## src/inc/asmc_map.svh

```systemverilog
`ifndef ASMC_MAP_SVH
`define ASMC_MAP_SVH

// timing figures in ns, slow grade by default
`define ASMC_CLK_PERIOD_NS 8
`define ASMC_T_ADDR_SETUP_START_NS 0
`define ASMC_T_ADDR_HOLD_END_NS 0
`define ASMC_T_CS_TO_END_NS 60
`define ASMC_T_BYTE_TO_END_NS 60
`define ASMC_T_DATA_SETUP_NS 30
`define ASMC_T_DATA_HOLD_NS 0
`define ASMC_T_ADDR_ACCESS_NS 70
`define ASMC_T_OE_ACCESS_NS 35
`define ASMC_T_OE_HIGHZ_NS 25
`define ASMC_T_POWER_DOWN_NS 70
`define ASMC_T_RETENTION_ENTRY_NS 0

// least times round up, at least one cycle
`define ASMC_CYC_UP(t) \
  ((((t) + `ASMC_CLK_PERIOD_NS - 1) / `ASMC_CLK_PERIOD_NS) < 1 ? 1 : \
   (((t) + `ASMC_CLK_PERIOD_NS - 1) / `ASMC_CLK_PERIOD_NS))

`define ASMC_WR_STROBE_CYC `ASMC_CYC_UP(`ASMC_T_BYTE_TO_END_NS)
`define ASMC_WR_DATA_CYC `ASMC_CYC_UP(`ASMC_T_DATA_SETUP_NS)
`define ASMC_RD_ACCESS_CYC `ASMC_CYC_UP(`ASMC_T_ADDR_ACCESS_NS + 8)
`define ASMC_TURN_CYC `ASMC_CYC_UP(`ASMC_T_OE_HIGHZ_NS)
`define ASMC_PD_CYC `ASMC_CYC_UP(`ASMC_T_POWER_DOWN_NS)
`define ASMC_RET_CYC `ASMC_CYC_UP(`ASMC_T_RETENTION_ENTRY_NS)

`define ASMC_ADDR_W 17
`define ASMC_DATA_W 16
`define ASMC_CNT_W 5
`define ASMC_CNT_ZERO 5'h00

`endif

```

## src/inc/asmc_pkg.sv

```systemverilog
`default_nettype none
package asmc_pkg;
  `include "asmc_map.svh"
  typedef enum logic [2:0] {
    ASMC_IDLE,
    ASMC_WRITE,
    ASMC_READ,
    ASMC_TURN,
    ASMC_PDOWN,
    ASMC_RETAIN
  } asmc_state_t;
  typedef logic [`ASMC_ADDR_W-1:0] asmc_addr_t;
  typedef logic [`ASMC_DATA_W-1:0] asmc_data_t;
endpackage
`default_nettype wire

```

## src/hdl/asmc_lane_io.sv

```systemverilog
`timescale 1ns/1ps
`default_nettype none
`include "asmc_map.svh"
// per byte lane: register drive enable and capture read data
module asmc_lane_io (
  input wire logic clk_sys_in,            // system clock
  input wire logic sys_rst_in,            // sync reset
  input wire logic [1:0] drive_in,        // lane drive request
  input wire logic [1:0] capture_in,      // lane capture strobe
  input wire logic [15:0] pin_sync_in,    // synchronised data pins
  output logic [1:0] drive_oe_out,        // registered lane enables
  output logic [15:0] cap_data_out        // captured read data
);
  genvar g;
  generate
    for (g = 0; g < 2; g = g + 1) begin : g_lane
      logic oe_ff;
      logic nxt_oe;
      logic [7:0] cap_ff;
      logic [7:0] nxt_cap;
      always_comb begin
        nxt_oe = drive_in[g];
        nxt_cap = capture_in[g] ? pin_sync_in[8*g +: 8] : cap_ff;
      end
      always_ff @(posedge clk_sys_in) begin
        if (sys_rst_in) begin
          oe_ff <= 1'b0;
          cap_ff <= 8'h00;
        end else begin
          oe_ff <= nxt_oe;
          cap_ff <= nxt_cap;
        end
      end
      assign drive_oe_out[g] = oe_ff;
      assign cap_data_out[8*g +: 8] = cap_ff;
    end
  endgenerate
endmodule
`default_nettype wire

```

## src/hdl/asmc_host.sv

```systemverilog
`timescale 1ns/1ps
`default_nettype none
`include "asmc_map.svh"
module asmc_host (
  input wire logic clk_sys_in,                 // 125 MHz clock
  input wire logic sys_rst_in,                 // sync reset, high
  input wire logic req_valid_in,               // request strobe
  input wire logic req_write_in,               // 1 write, 0 read
  input wire asmc_pkg::asmc_addr_t req_addr_in, // word address
  input wire asmc_pkg::asmc_data_t req_wdata_in, // write data
  input wire logic [1:0] req_bytes_in,         // lane enables, bit1 upper
  input wire logic retain_req_in,              // ask for retention
  output logic req_ready_out,                  // request accepted
  output logic rsp_valid_out,                  // read data valid pulse
  output asmc_pkg::asmc_data_t rsp_rdata_out,  // read data
  output logic retain_ok_out,                  // safe to drop supply
  output asmc_pkg::asmc_addr_t mem_addr_out,   // address pins
  output logic chip_sel_n_out,                 // chip select, low
  output logic write_strobe_n_out,             // write strobe, low
  output logic out_drive_n_out,                // output drive, low
  output logic upper_byte_sel_n_out,           // upper byte select
  output logic lower_byte_sel_n_out,           // lower byte select
  input wire asmc_pkg::asmc_data_t mem_data_in, // data pins, input
  output asmc_pkg::asmc_data_t mem_data_out,   // data pins, output
  output logic [15:0] mem_data_oe_out          // per-bit drive enable
);
  import asmc_pkg::*;

  asmc_state_t state_ff, nxt_state;
  logic [`ASMC_CNT_W-1:0] cnt_ff, nxt_cnt;
  asmc_addr_t addr_ff, nxt_addr;
  asmc_data_t wdata_ff, nxt_wdata;
  logic [1:0] bytes_ff, nxt_bytes;
  logic cs_n_ff, nxt_cs_n;
  logic we_n_ff, nxt_we_n;
  logic oe_n_ff, nxt_oe_n;
  logic rsp_ff, nxt_rsp;
  logic ret_ff, nxt_ret;
  asmc_data_t sync1_ff, sync2_ff;
  logic [1:0] lane_drive, lane_cap, lane_oe;
  asmc_data_t cap_data;
  logic accept;

  ////////////////////////////////////////////////////////////////////////////
  // pin input synchroniser; second stage is the only reader of the first
  always_ff @(posedge clk_sys_in) begin
    if (sys_rst_in) begin
      sync1_ff <= 16'h0000;
      sync2_ff <= 16'h0000;
    end else begin
      sync1_ff <= mem_data_in;
      sync2_ff <= sync1_ff;
    end
  end

  ////////////////////////////////////////////////////////////////////////////
  assign accept = req_valid_in && (state_ff == ASMC_IDLE) && !retain_req_in;
  assign req_ready_out = (state_ff == ASMC_IDLE) && !retain_req_in;

  always_comb begin
    nxt_state = state_ff;
    nxt_cnt = cnt_ff;
    nxt_addr = addr_ff;
    nxt_wdata = wdata_ff;
    nxt_bytes = bytes_ff;
    nxt_cs_n = cs_n_ff;
    nxt_we_n = we_n_ff;
    nxt_oe_n = oe_n_ff;
    nxt_rsp = 1'b0;
    nxt_ret = ret_ff;
    lane_drive = 2'b00;
    lane_cap = 2'b00;
    case (state_ff)
      ASMC_IDLE: begin
        nxt_oe_n = 1'b1;
        nxt_we_n = 1'b1;
        if (retain_req_in) begin
          nxt_cs_n = 1'b1;
          nxt_bytes = 2'b00;
          nxt_cnt = `ASMC_CNT_W'(`ASMC_RET_CYC);
          nxt_state = ASMC_RETAIN;
        end else if (accept && req_bytes_in != 2'b00) begin
          // address, select, bytes and write strobe move together
          nxt_addr = req_addr_in;
          nxt_bytes = req_bytes_in;
          nxt_cs_n = 1'b0;
          nxt_wdata = req_wdata_in;
          if (req_write_in) begin
            // lanes drive with the strobe; memory output stays off
            lane_drive = req_bytes_in;
            nxt_we_n = 1'b0;
            nxt_cnt = `ASMC_CNT_W'(`ASMC_WR_STROBE_CYC);
            nxt_state = ASMC_WRITE;
          end else begin
            nxt_oe_n = 1'b0;
            nxt_cnt = `ASMC_CNT_W'(`ASMC_RD_ACCESS_CYC);
            nxt_state = ASMC_READ;
          end
        end
      end
      ASMC_WRITE: begin
        // output drive stays high, so the memory never drives here
        lane_drive = bytes_ff;
        if (cnt_ff == `ASMC_CNT_ZERO) begin
          // write strobe alone ends the write; data held one more cycle
          nxt_we_n = 1'b1;
          nxt_cnt = `ASMC_CNT_W'(`ASMC_PD_CYC);
          nxt_state = ASMC_PDOWN;
        end else begin
          nxt_cnt = cnt_ff - 1'b1;
        end
      end
      ASMC_READ: begin
        if (cnt_ff == `ASMC_CNT_ZERO) begin
          // extra cycles cover the two synchroniser stages
          lane_cap = bytes_ff;
          nxt_rsp = 1'b1;
          nxt_oe_n = 1'b1;
          nxt_cnt = `ASMC_CNT_W'(`ASMC_TURN_CYC);
          nxt_state = ASMC_TURN;
        end else begin
          nxt_cnt = cnt_ff - 1'b1;
        end
      end
      ASMC_TURN: begin
        // bus release time before any later write may drive
        if (cnt_ff == `ASMC_CNT_ZERO) begin
          nxt_cs_n = 1'b1;
          nxt_bytes = 2'b00;
          nxt_cnt = `ASMC_CNT_W'(`ASMC_PD_CYC);
          nxt_state = ASMC_PDOWN;
        end else begin
          nxt_cnt = cnt_ff - 1'b1;
        end
      end
      ASMC_PDOWN: begin
        nxt_cs_n = 1'b1;
        nxt_bytes = 2'b00;
        if (cnt_ff == `ASMC_CNT_ZERO) begin
          nxt_state = ASMC_IDLE;
        end else begin
          nxt_cnt = cnt_ff - 1'b1;
        end
      end
      ASMC_RETAIN: begin
        nxt_ret = (cnt_ff == `ASMC_CNT_ZERO);
        if (cnt_ff != `ASMC_CNT_ZERO) begin
          nxt_cnt = cnt_ff - 1'b1;
        end
        if (!retain_req_in) begin
          nxt_ret = 1'b0;
          nxt_cnt = `ASMC_CNT_W'(`ASMC_PD_CYC);
          nxt_state = ASMC_PDOWN;
        end
      end
      default: begin
        nxt_state = ASMC_IDLE;
      end
    endcase
  end

  always_ff @(posedge clk_sys_in) begin
    if (sys_rst_in) begin
      state_ff <= ASMC_IDLE;
      cnt_ff <= `ASMC_CNT_ZERO;
      addr_ff <= 17'h00000;
      wdata_ff <= 16'h0000;
      bytes_ff <= 2'b00;
      cs_n_ff <= 1'b1;
      we_n_ff <= 1'b1;
      oe_n_ff <= 1'b1;
      rsp_ff <= 1'b0;
      ret_ff <= 1'b0;
    end else begin
      state_ff <= nxt_state;
      cnt_ff <= nxt_cnt;
      addr_ff <= nxt_addr;
      wdata_ff <= nxt_wdata;
      bytes_ff <= nxt_bytes;
      cs_n_ff <= nxt_cs_n;
      we_n_ff <= nxt_we_n;
      oe_n_ff <= nxt_oe_n;
      rsp_ff <= nxt_rsp;
      ret_ff <= nxt_ret;
    end
  end

  ////////////////////////////////////////////////////////////////////////////
  asmc_lane_io u_lane (
    .clk_sys_in(clk_sys_in),
    .sys_rst_in(sys_rst_in),
    .drive_in(lane_drive),
    .capture_in(lane_cap),
    .pin_sync_in(sync2_ff),
    .drive_oe_out(lane_oe),
    .cap_data_out(cap_data)
  );

  assign mem_addr_out = addr_ff;
  assign chip_sel_n_out = cs_n_ff;
  assign write_strobe_n_out = we_n_ff;
  assign out_drive_n_out = oe_n_ff;
  assign upper_byte_sel_n_out = ~bytes_ff[1];
  assign lower_byte_sel_n_out = ~bytes_ff[0];
  assign mem_data_out = wdata_ff;
  assign mem_data_oe_out = {{8{lane_oe[1]}}, {8{lane_oe[0]}}};
  assign rsp_valid_out = rsp_ff;
  assign rsp_rdata_out = cap_data;
  assign retain_ok_out = ret_ff;
endmodule
`default_nettype wire

```

## config.mk

```make
export PLATFORM = sky130hd
export DESIGN_NAME = asmc_host
export DESIGN_NICKNAME = d
export VERILOG_FILES = /design/src/inc/asmc_pkg.sv /design/src/hdl/asmc_lane_io.sv /design/src/hdl/asmc_host.sv
export VERILOG_INCLUDE_DIRS = /design/src /design/src/inc
export SDC_FILE = /design/constraint.sdc
export NUM_CORES = 1
export LEC_CHECK = 0
export ABC_AREA = 1
export BUFFER_PORTS_ARGS = -buffer_cell sky130_fd_sc_hd__buf_2
export CORE_MARGIN = 2
export CORE_UTILIZATION = 53
export DETAILED_ROUTE_END_ITERATION = 10
export PLACE_DENSITY = 0.95
export SKIP_LAST_GASP = 1
export SLEW_MARGIN = 20
export SYNTH_ARGS = -nofsm -noshare
export SYNTH_HDL_FRONTEND = slang
export SYNTH_SLANG_ARGS = --single-unit
```

## constraint.sdc

```tcl
create_clock -name clk_sys_in -period 3.1 [get_ports clk_sys_in]
set_clock_uncertainty 0.2 [all_clocks]
set_input_delay 0.62 -clock clk_sys_in [delete_from_list [all_inputs] [get_ports clk_sys_in]]
set_output_delay 0.62 -clock clk_sys_in [all_outputs]
set_load 0.1 [all_outputs]
```

==> metrics, run 1 <==
Max Cap Viol=0; drt initial violations=183; Switching Fraction=0.487; Leak=2.32 nW; die width=88.5 um; post-synthesis simple-gate area fraction=0.243; highest metal used=met4; Hold Buf Count CTS=0; switching power total=2.11 mW; register clock-pin slew on the reported worst setup and hold paths=around 0.1 ns; Worst Path Max Fanout=6; Critical Path AT=1.57 ns; final wirelength=8180 um; Port Buffers=128; Crit. Startpoint=state_ff[0]; combinational power share=0.444; clock power share=0.201; CP peak stage delay=0.43 ns; pwr dens=roughly 950 nW/um^2; Least-Margin Pin Slew=0.521 ns; Critical-path top delay cell=buf_2; P_int=about 2.2 mW; Via Count=roughly 3,400; first-pass GRT wire length=12,500 um; Hold Crit Class=register to register; cell area after synthesis=3780 um^2; GP Congestion=0.898; PnR worst setup slack=0.709 ns; Yosys cell types=31; Hold Vio Cnt, Final=0; Yosys reg bits=98; Cells after Synth=497; via-per-instance ratio=between 4 and 5; post-route ant nets=0; Fin Hold WS=0.208 ns; HPWL Detailed=5960 um; IO Count=129; Crit. End Element=output port; largest net degree at the start of global routing=57; RSZ-0062 raised after global routing=false; Final nets=about 660; post-CTS setup repair buffer count=0; Die H=approximately 89 um; Area Overhead vs Synth=20.6%; final worst-path cycle share=0.771; antenna cells=0; area leader, netlist=dfxtp_1; layout cells sized above 1=0.281; vias in the first global route=2,890; post-DR wirelength/cell=11.6 um; DRC Markers=0; met2 wire length=between 3000 and 4000 um; total gr overflow=0; clock buffer depth=2; TritonCTS Buffers=9; Synth Area in Adders=0.00661; gr usage total=0.205; Max Fclk=418 MHz; setup TNS=0 ns; initial antenna violation count=0; sequential fraction of the synthesis area=0.518; Flop pwr share=0.354; clk root buf=clkbuf_8; Setup crit end=req_ready_out; Synth Area in Compound Gates=0.108; Place WS=0.767 ns; met3 routed WL=619 um; Final Util=0.665; reg-to-reg endpoint=write_strobe_n_out; Worst-Skew Late Latency=0.35 ns; final slew viol count=0; Post-Synth XOR/XNOR Area=0.00463; Startpoint Class=register; Critical R2R Launch=state_ff[0]; Final Power=approximately 4.3 mW; Clock Sinks=98; CP Class=register to output port; Peak VDD IR=about 420 uV; Starting Density=0.551; die area=7830 um^2; Detailed Routing Iterations Pass 1=5; Yosys top cell area share=0.518; main area contributors after synthesis=dfxtp_1 52%, nor2_1 15%, o21ai_0 7.1%; largest family of logic cells by synthesized area=simple AND/OR/NAND/NOR gates; post-synthesis mux area share=0; slew margin rel.=0.655; row cnt=30; post-synthesis net count=roughly 560; R2R setup slack=about 1.2 ns; CTS tree=done; Setup violations, final=0; outcome=finished, final reports clean; Required @ worst endpoint=2.28 ns; reg2reg path depth=8; DRT met1 WL=3400 um; YS warnings=0; cell chain of the critical path=nor2_2 > nand3_2 > inv_2 > buf_2; Mapped Avg Cell Area=7.62 um^2; core area=between 6000 and 7000 um^2; H-Tree Depth=3; post-CTS resize count=0; minimum clock period=between 2 and 2.5 ns
-- cells in the mapped netlist (all sizes together) --
master  count
nand2      43
a31oi       1
and2        1
dfxtp      98
ha          2
o22ai       1
inv        60
a21o        1
nor3        4
a22oi       1
xor2        2
o21ai      58
clkinv      1
nor2      156
nand3      16
a21oi      16
o21a        1
buf        22
clkbuf     13
-- cell type report --
type                    count  area, um^2
multi-input cells         303        1370
clock buffers               9         124
clock inverters             7        98.8
flip-flops and latches     98        1960
fillers                   585        2300
inverters                  61         233
well taps                  96         120
repair buffers            130         656
-- power groups by stage --
| stage | Clock (mW) | Combinational (mW) | Sequential, mW |
|---|---|---|---|
| floorplan | 0 | 1.02 | 2.16 |
| global placement | 0 | 1.87 | 1.55 |
| detailed placement | 0 | 1.91 | 1.56 |
| CTS | 0.890 | 1.92 | 1.53 |
| global route | 0.940 | 2.07 | 1.55 |
| finish | 0.872 | 1.92 | 1.53 |
-- state kept, by name, indices dropped and copies added (netlist names), 2 cells and up --
register / count
state_ff: 3
u_lane.g_lane.cap_ff: 16
mem_data_out: 16
u_lane.g_lane.oe_ff: 2
sync1_ff: 16
mem_addr_out: 17
sync2_ff: 16
cnt_ff: 5
bytes_ff: 2
-- worst min-delay path by stage --
stage | from | to | slack (ns) | depth (start not counted)
4_1_cts | sync1_ff[12] | sync2_ff[12] | 0.21 | 2
3_3_place_gp | sync1_ff[15] | sync2_ff[15] | 0.19 | 2
6_report | sync1_ff[3] | sync2_ff[3] | 0.21 | 2
3_5_place_dp | sync1_ff[1] | sync2_ff[1] | 0.20 | 2
5_1_grt | sync1_ff[9] | sync2_ff[9] | 0.22 | 2
2_1_floorplan | sync1_ff[0] | sync2_ff[0] | 0.19 | 2
-- layer usage --
| layer | GRT usage | vias up |
|---|---|---|
| met3 | 0.0457 | 17 |
| li1 | - | 1726 |
| met2 | 0.357 | 151 |
| met1 | 0.242 | 1490 |
| met4 | 0.0868 | 0 |
| met5 | 0 | - |
-- cells in the final DEF (no fill, tap or decap), types with 3 or more instances in the layout --
cell type / instances
o21ai_0: 54
nand3_2: 3
buf_2: 128
nand2_2: 6
inv_2: 4
nor2_2: 6
inv_1: 55
clkbuf_8: 9
o21ai_1: 3
a21oi_1: 16
nand3_1: 13
nor2_1: 149
dfxtp_1: 98
nand2_1: 35
nor3_1: 4
-- stage by stage --
stage	std cells	cell area [um^2]
after global placement	688	4340
after detailed placement	688	4340
after CTS	704	4570
after global routing	704	4570
after floorplan	497	3780
final	704	4570
-- logic make-up (layout without fill, tap and decap cells) --
kind of cell,count (synthesis),in the layout
flip-flops,98,98
adder cells (fa/ha/maj),2,2
buffers and inverters,96,207
XOR/XNOR,2,2
AO/OA/AOI/OAI,79,79
AND/OR/NAND/NOR,220,220
-- critical path, delay by kind of cell, from the launching register on --
kind,cells,cell delay (ns)
DFF,1,0.38
and+or+nand+nor,2,0.32
buffers and inverters,2,0.52
Note: power is estimated with default switching activity, not from simulation.
==> run 2, diff against run 1 <==
CORE_UTILIZATION = 50   (was 53)
PLACE_DENSITY = 0.91   (was 0.95)
clock period = 2.45 ns   (was 3.1 ns; I/O delays follow)
==> run 2 against run 1 <==
  * Critical path depth unchanged
  * Core utilization down 4.1 points
  * Register-to-register slack got worse by 0.65 ns
  * First-iteration DRC count is 31% lower
  * Worst setup slack lost 0.53 ns
  * Wire length decreased by 0.27%
  * Clock-buffer cell count is the same
  * Sequential power increased by 27%
  * Critical endpoint unchanged
  * Global-route usage fell by 0.58 points
  * Largest cell class unchanged
  * Sequential share of layout area grew 0.15 points
  * Largest power group unchanged
  * Final cell count grew 0.43%
  * Total power is 24% higher
==> metrics, run 2 (synthesized netlist as in run 1, its figures left out) <==
Post-Layout Inst Area=4550 um^2; CP Class=register to output port; final worst-path cycle share=0.927; Fin Hold WS=~0.12 ns; core area=7290 um^2; Peak VDD IR=429 uV; Worst Path Max Fanout=6; HPWL Detailed=approximately 6000 um; most frequent cells in the layout=149 x nor2_1, 128 x buf_2, 98 x dfxtp_1, 55 x inv_1, 54 x o21ai_0; via-per-instance ratio=around 4.7; outcome=finished, final reports clean; Place WS=0.370 ns; Clock Sinks=98; post-route ant nets=0; Hold Buf Count CTS=0; clk root buf=clkbuf_8; DRC Markers=0; TritonCTS Buffers=9; Final nets=roughly 660; antenna cells=0; post-CTS setup repair buffer count=0; Hold Crit Class=primary input to register; layout cells sized above 1=0.281; Crit. Startpoint=state_ff[0]; reg-to-reg endpoint=write_strobe_n_out; Setup violations, final=0; PnR worst setup slack=around 0.18 ns; register clock-pin slew on the reported worst setup and hold paths=0.10 ns; H-Tree Depth=3; fin cells=707; RSZ-0062 raised after global routing=false; CP peak stage delay=0.43 ns; final slew viol count=0; drt initial violations=roughly 130; Detailed Routing Iterations Pass 1=4; initial antenna violation count=0; Max Cap Viol=0; clock buffer depth=2; R2R setup slack=0.55 ns; reg2reg path depth=8; die area=8280 um^2; Critical Path AT=1.58 ns; Leak=~2.3 nW; Critical R2R Launch=state_ff[0]; Final Util=0.624; largest net degree at the start of global routing=57; Placed Cells=691; Critical-path top delay cell=buf_2; first-pass GRT wire length=13,400 um; Crit. End Element=output port; vias in the first global route=3,026; CP Depth=4; Startpoint Class=register; die width=91.0 um; cell chain of the critical path=nor2_2 > nand3_2 > inv_2 > buf_2; Port Buffers=~130; Hold Vio Cnt, Final=0; slew margin rel.=0.658; pwr dens=approximately 1200 nW/um^2; Via Count=3,356; Largest register FFs=17; setup TNS=0 ns; Starting Density=0.519; IO Count=129; Area Overhead vs Synth=20.2%; GP Congestion=0.899; Max Fclk=around 440 MHz; Required @ worst endpoint=1.76 ns; Die H=around 91 um; final wirelength=8160 um; most common cell after layout, fill and taps aside=nor2_1; CTS tree=done; gr usage total=0.199; post-CTS resize count=0; CP delay by family, top=buffers and inverters; Setup crit end=req_ready_out; Worst-Skew Late Latency=approximately 0.36 ns; Least-Margin Pin Slew=0.516 ns; Final Power=roughly 5.4 mW; minimum clock period=~2.3 ns; row cnt=31; placed cell area=4350 um^2; Buf/Inv on CP=2; total gr overflow=0; post-DR wirelength/cell=approximately 12 um
## run 2: changes by cell type in the layout (fill, tap and decap cells not counted), sizes merged
cell      before  now
bufinv         1    0
clkinv         3    5
clkinvlp       1    0
## run 2: how the worst min path moves through the flow
stage                         from      endpoint  slack [ns]  cells after the start
floorplan              sync1_ff[0]   sync2_ff[0]        0.19                      2
global placement      sync1_ff[14]  sync2_ff[14]        0.19                      2
detailed placement     sync1_ff[4]   sync2_ff[4]        0.19                      2
CTS                 mem_data_in[0]   sync1_ff[0]        0.10                      3
global route        mem_data_in[7]   sync1_ff[7]         0.1                      3
finish              mem_data_in[0]   sync1_ff[0]        0.12                      3
## run 2: report_power, final
part | internal (mW) | switching, mW | total, mW
clock network | 0.404 | 0.606 | 1.01
logic | 0.510 | 1.92 | 2.43
registers | 1.80 | 0.141 | 1.94
total | 2.71 | 2.67 | 5.38
## run 2: area by class of cell
class | count | area, um^2
clock buffer | 9 | 124
clock inverter | 7 | 78.8
fill | 650 | 2740
inverter | 61 | 233
multi-input combinational | 303 | 1370
sequential | 98 | 1960
tap | 99 | 124
timing repair buffer | 130 | 656
## run 2: layer usage
metal / track usage / wire (um) / vias to the layer above
met4: 0.0783 / 138 / 0
met5: 0 / 0 / -
met2: 0.341 / 3910 / 136
met3: 0.0539 / 664 / 10
li1: - / - / 1723
met1: 0.236 / 3450 / 1487
## run 2: worst register-to-register path: stages, from the launching register on
cell and delay [ns]:
dfxtp_1 0.38, nor2_2 0.20, nand3_2 0.11, inv_2 0.09
nand2_4 0.18, inv_4 0.35, a21oi_1 0.13, nor2_1 0.10
nand2_1 0.05
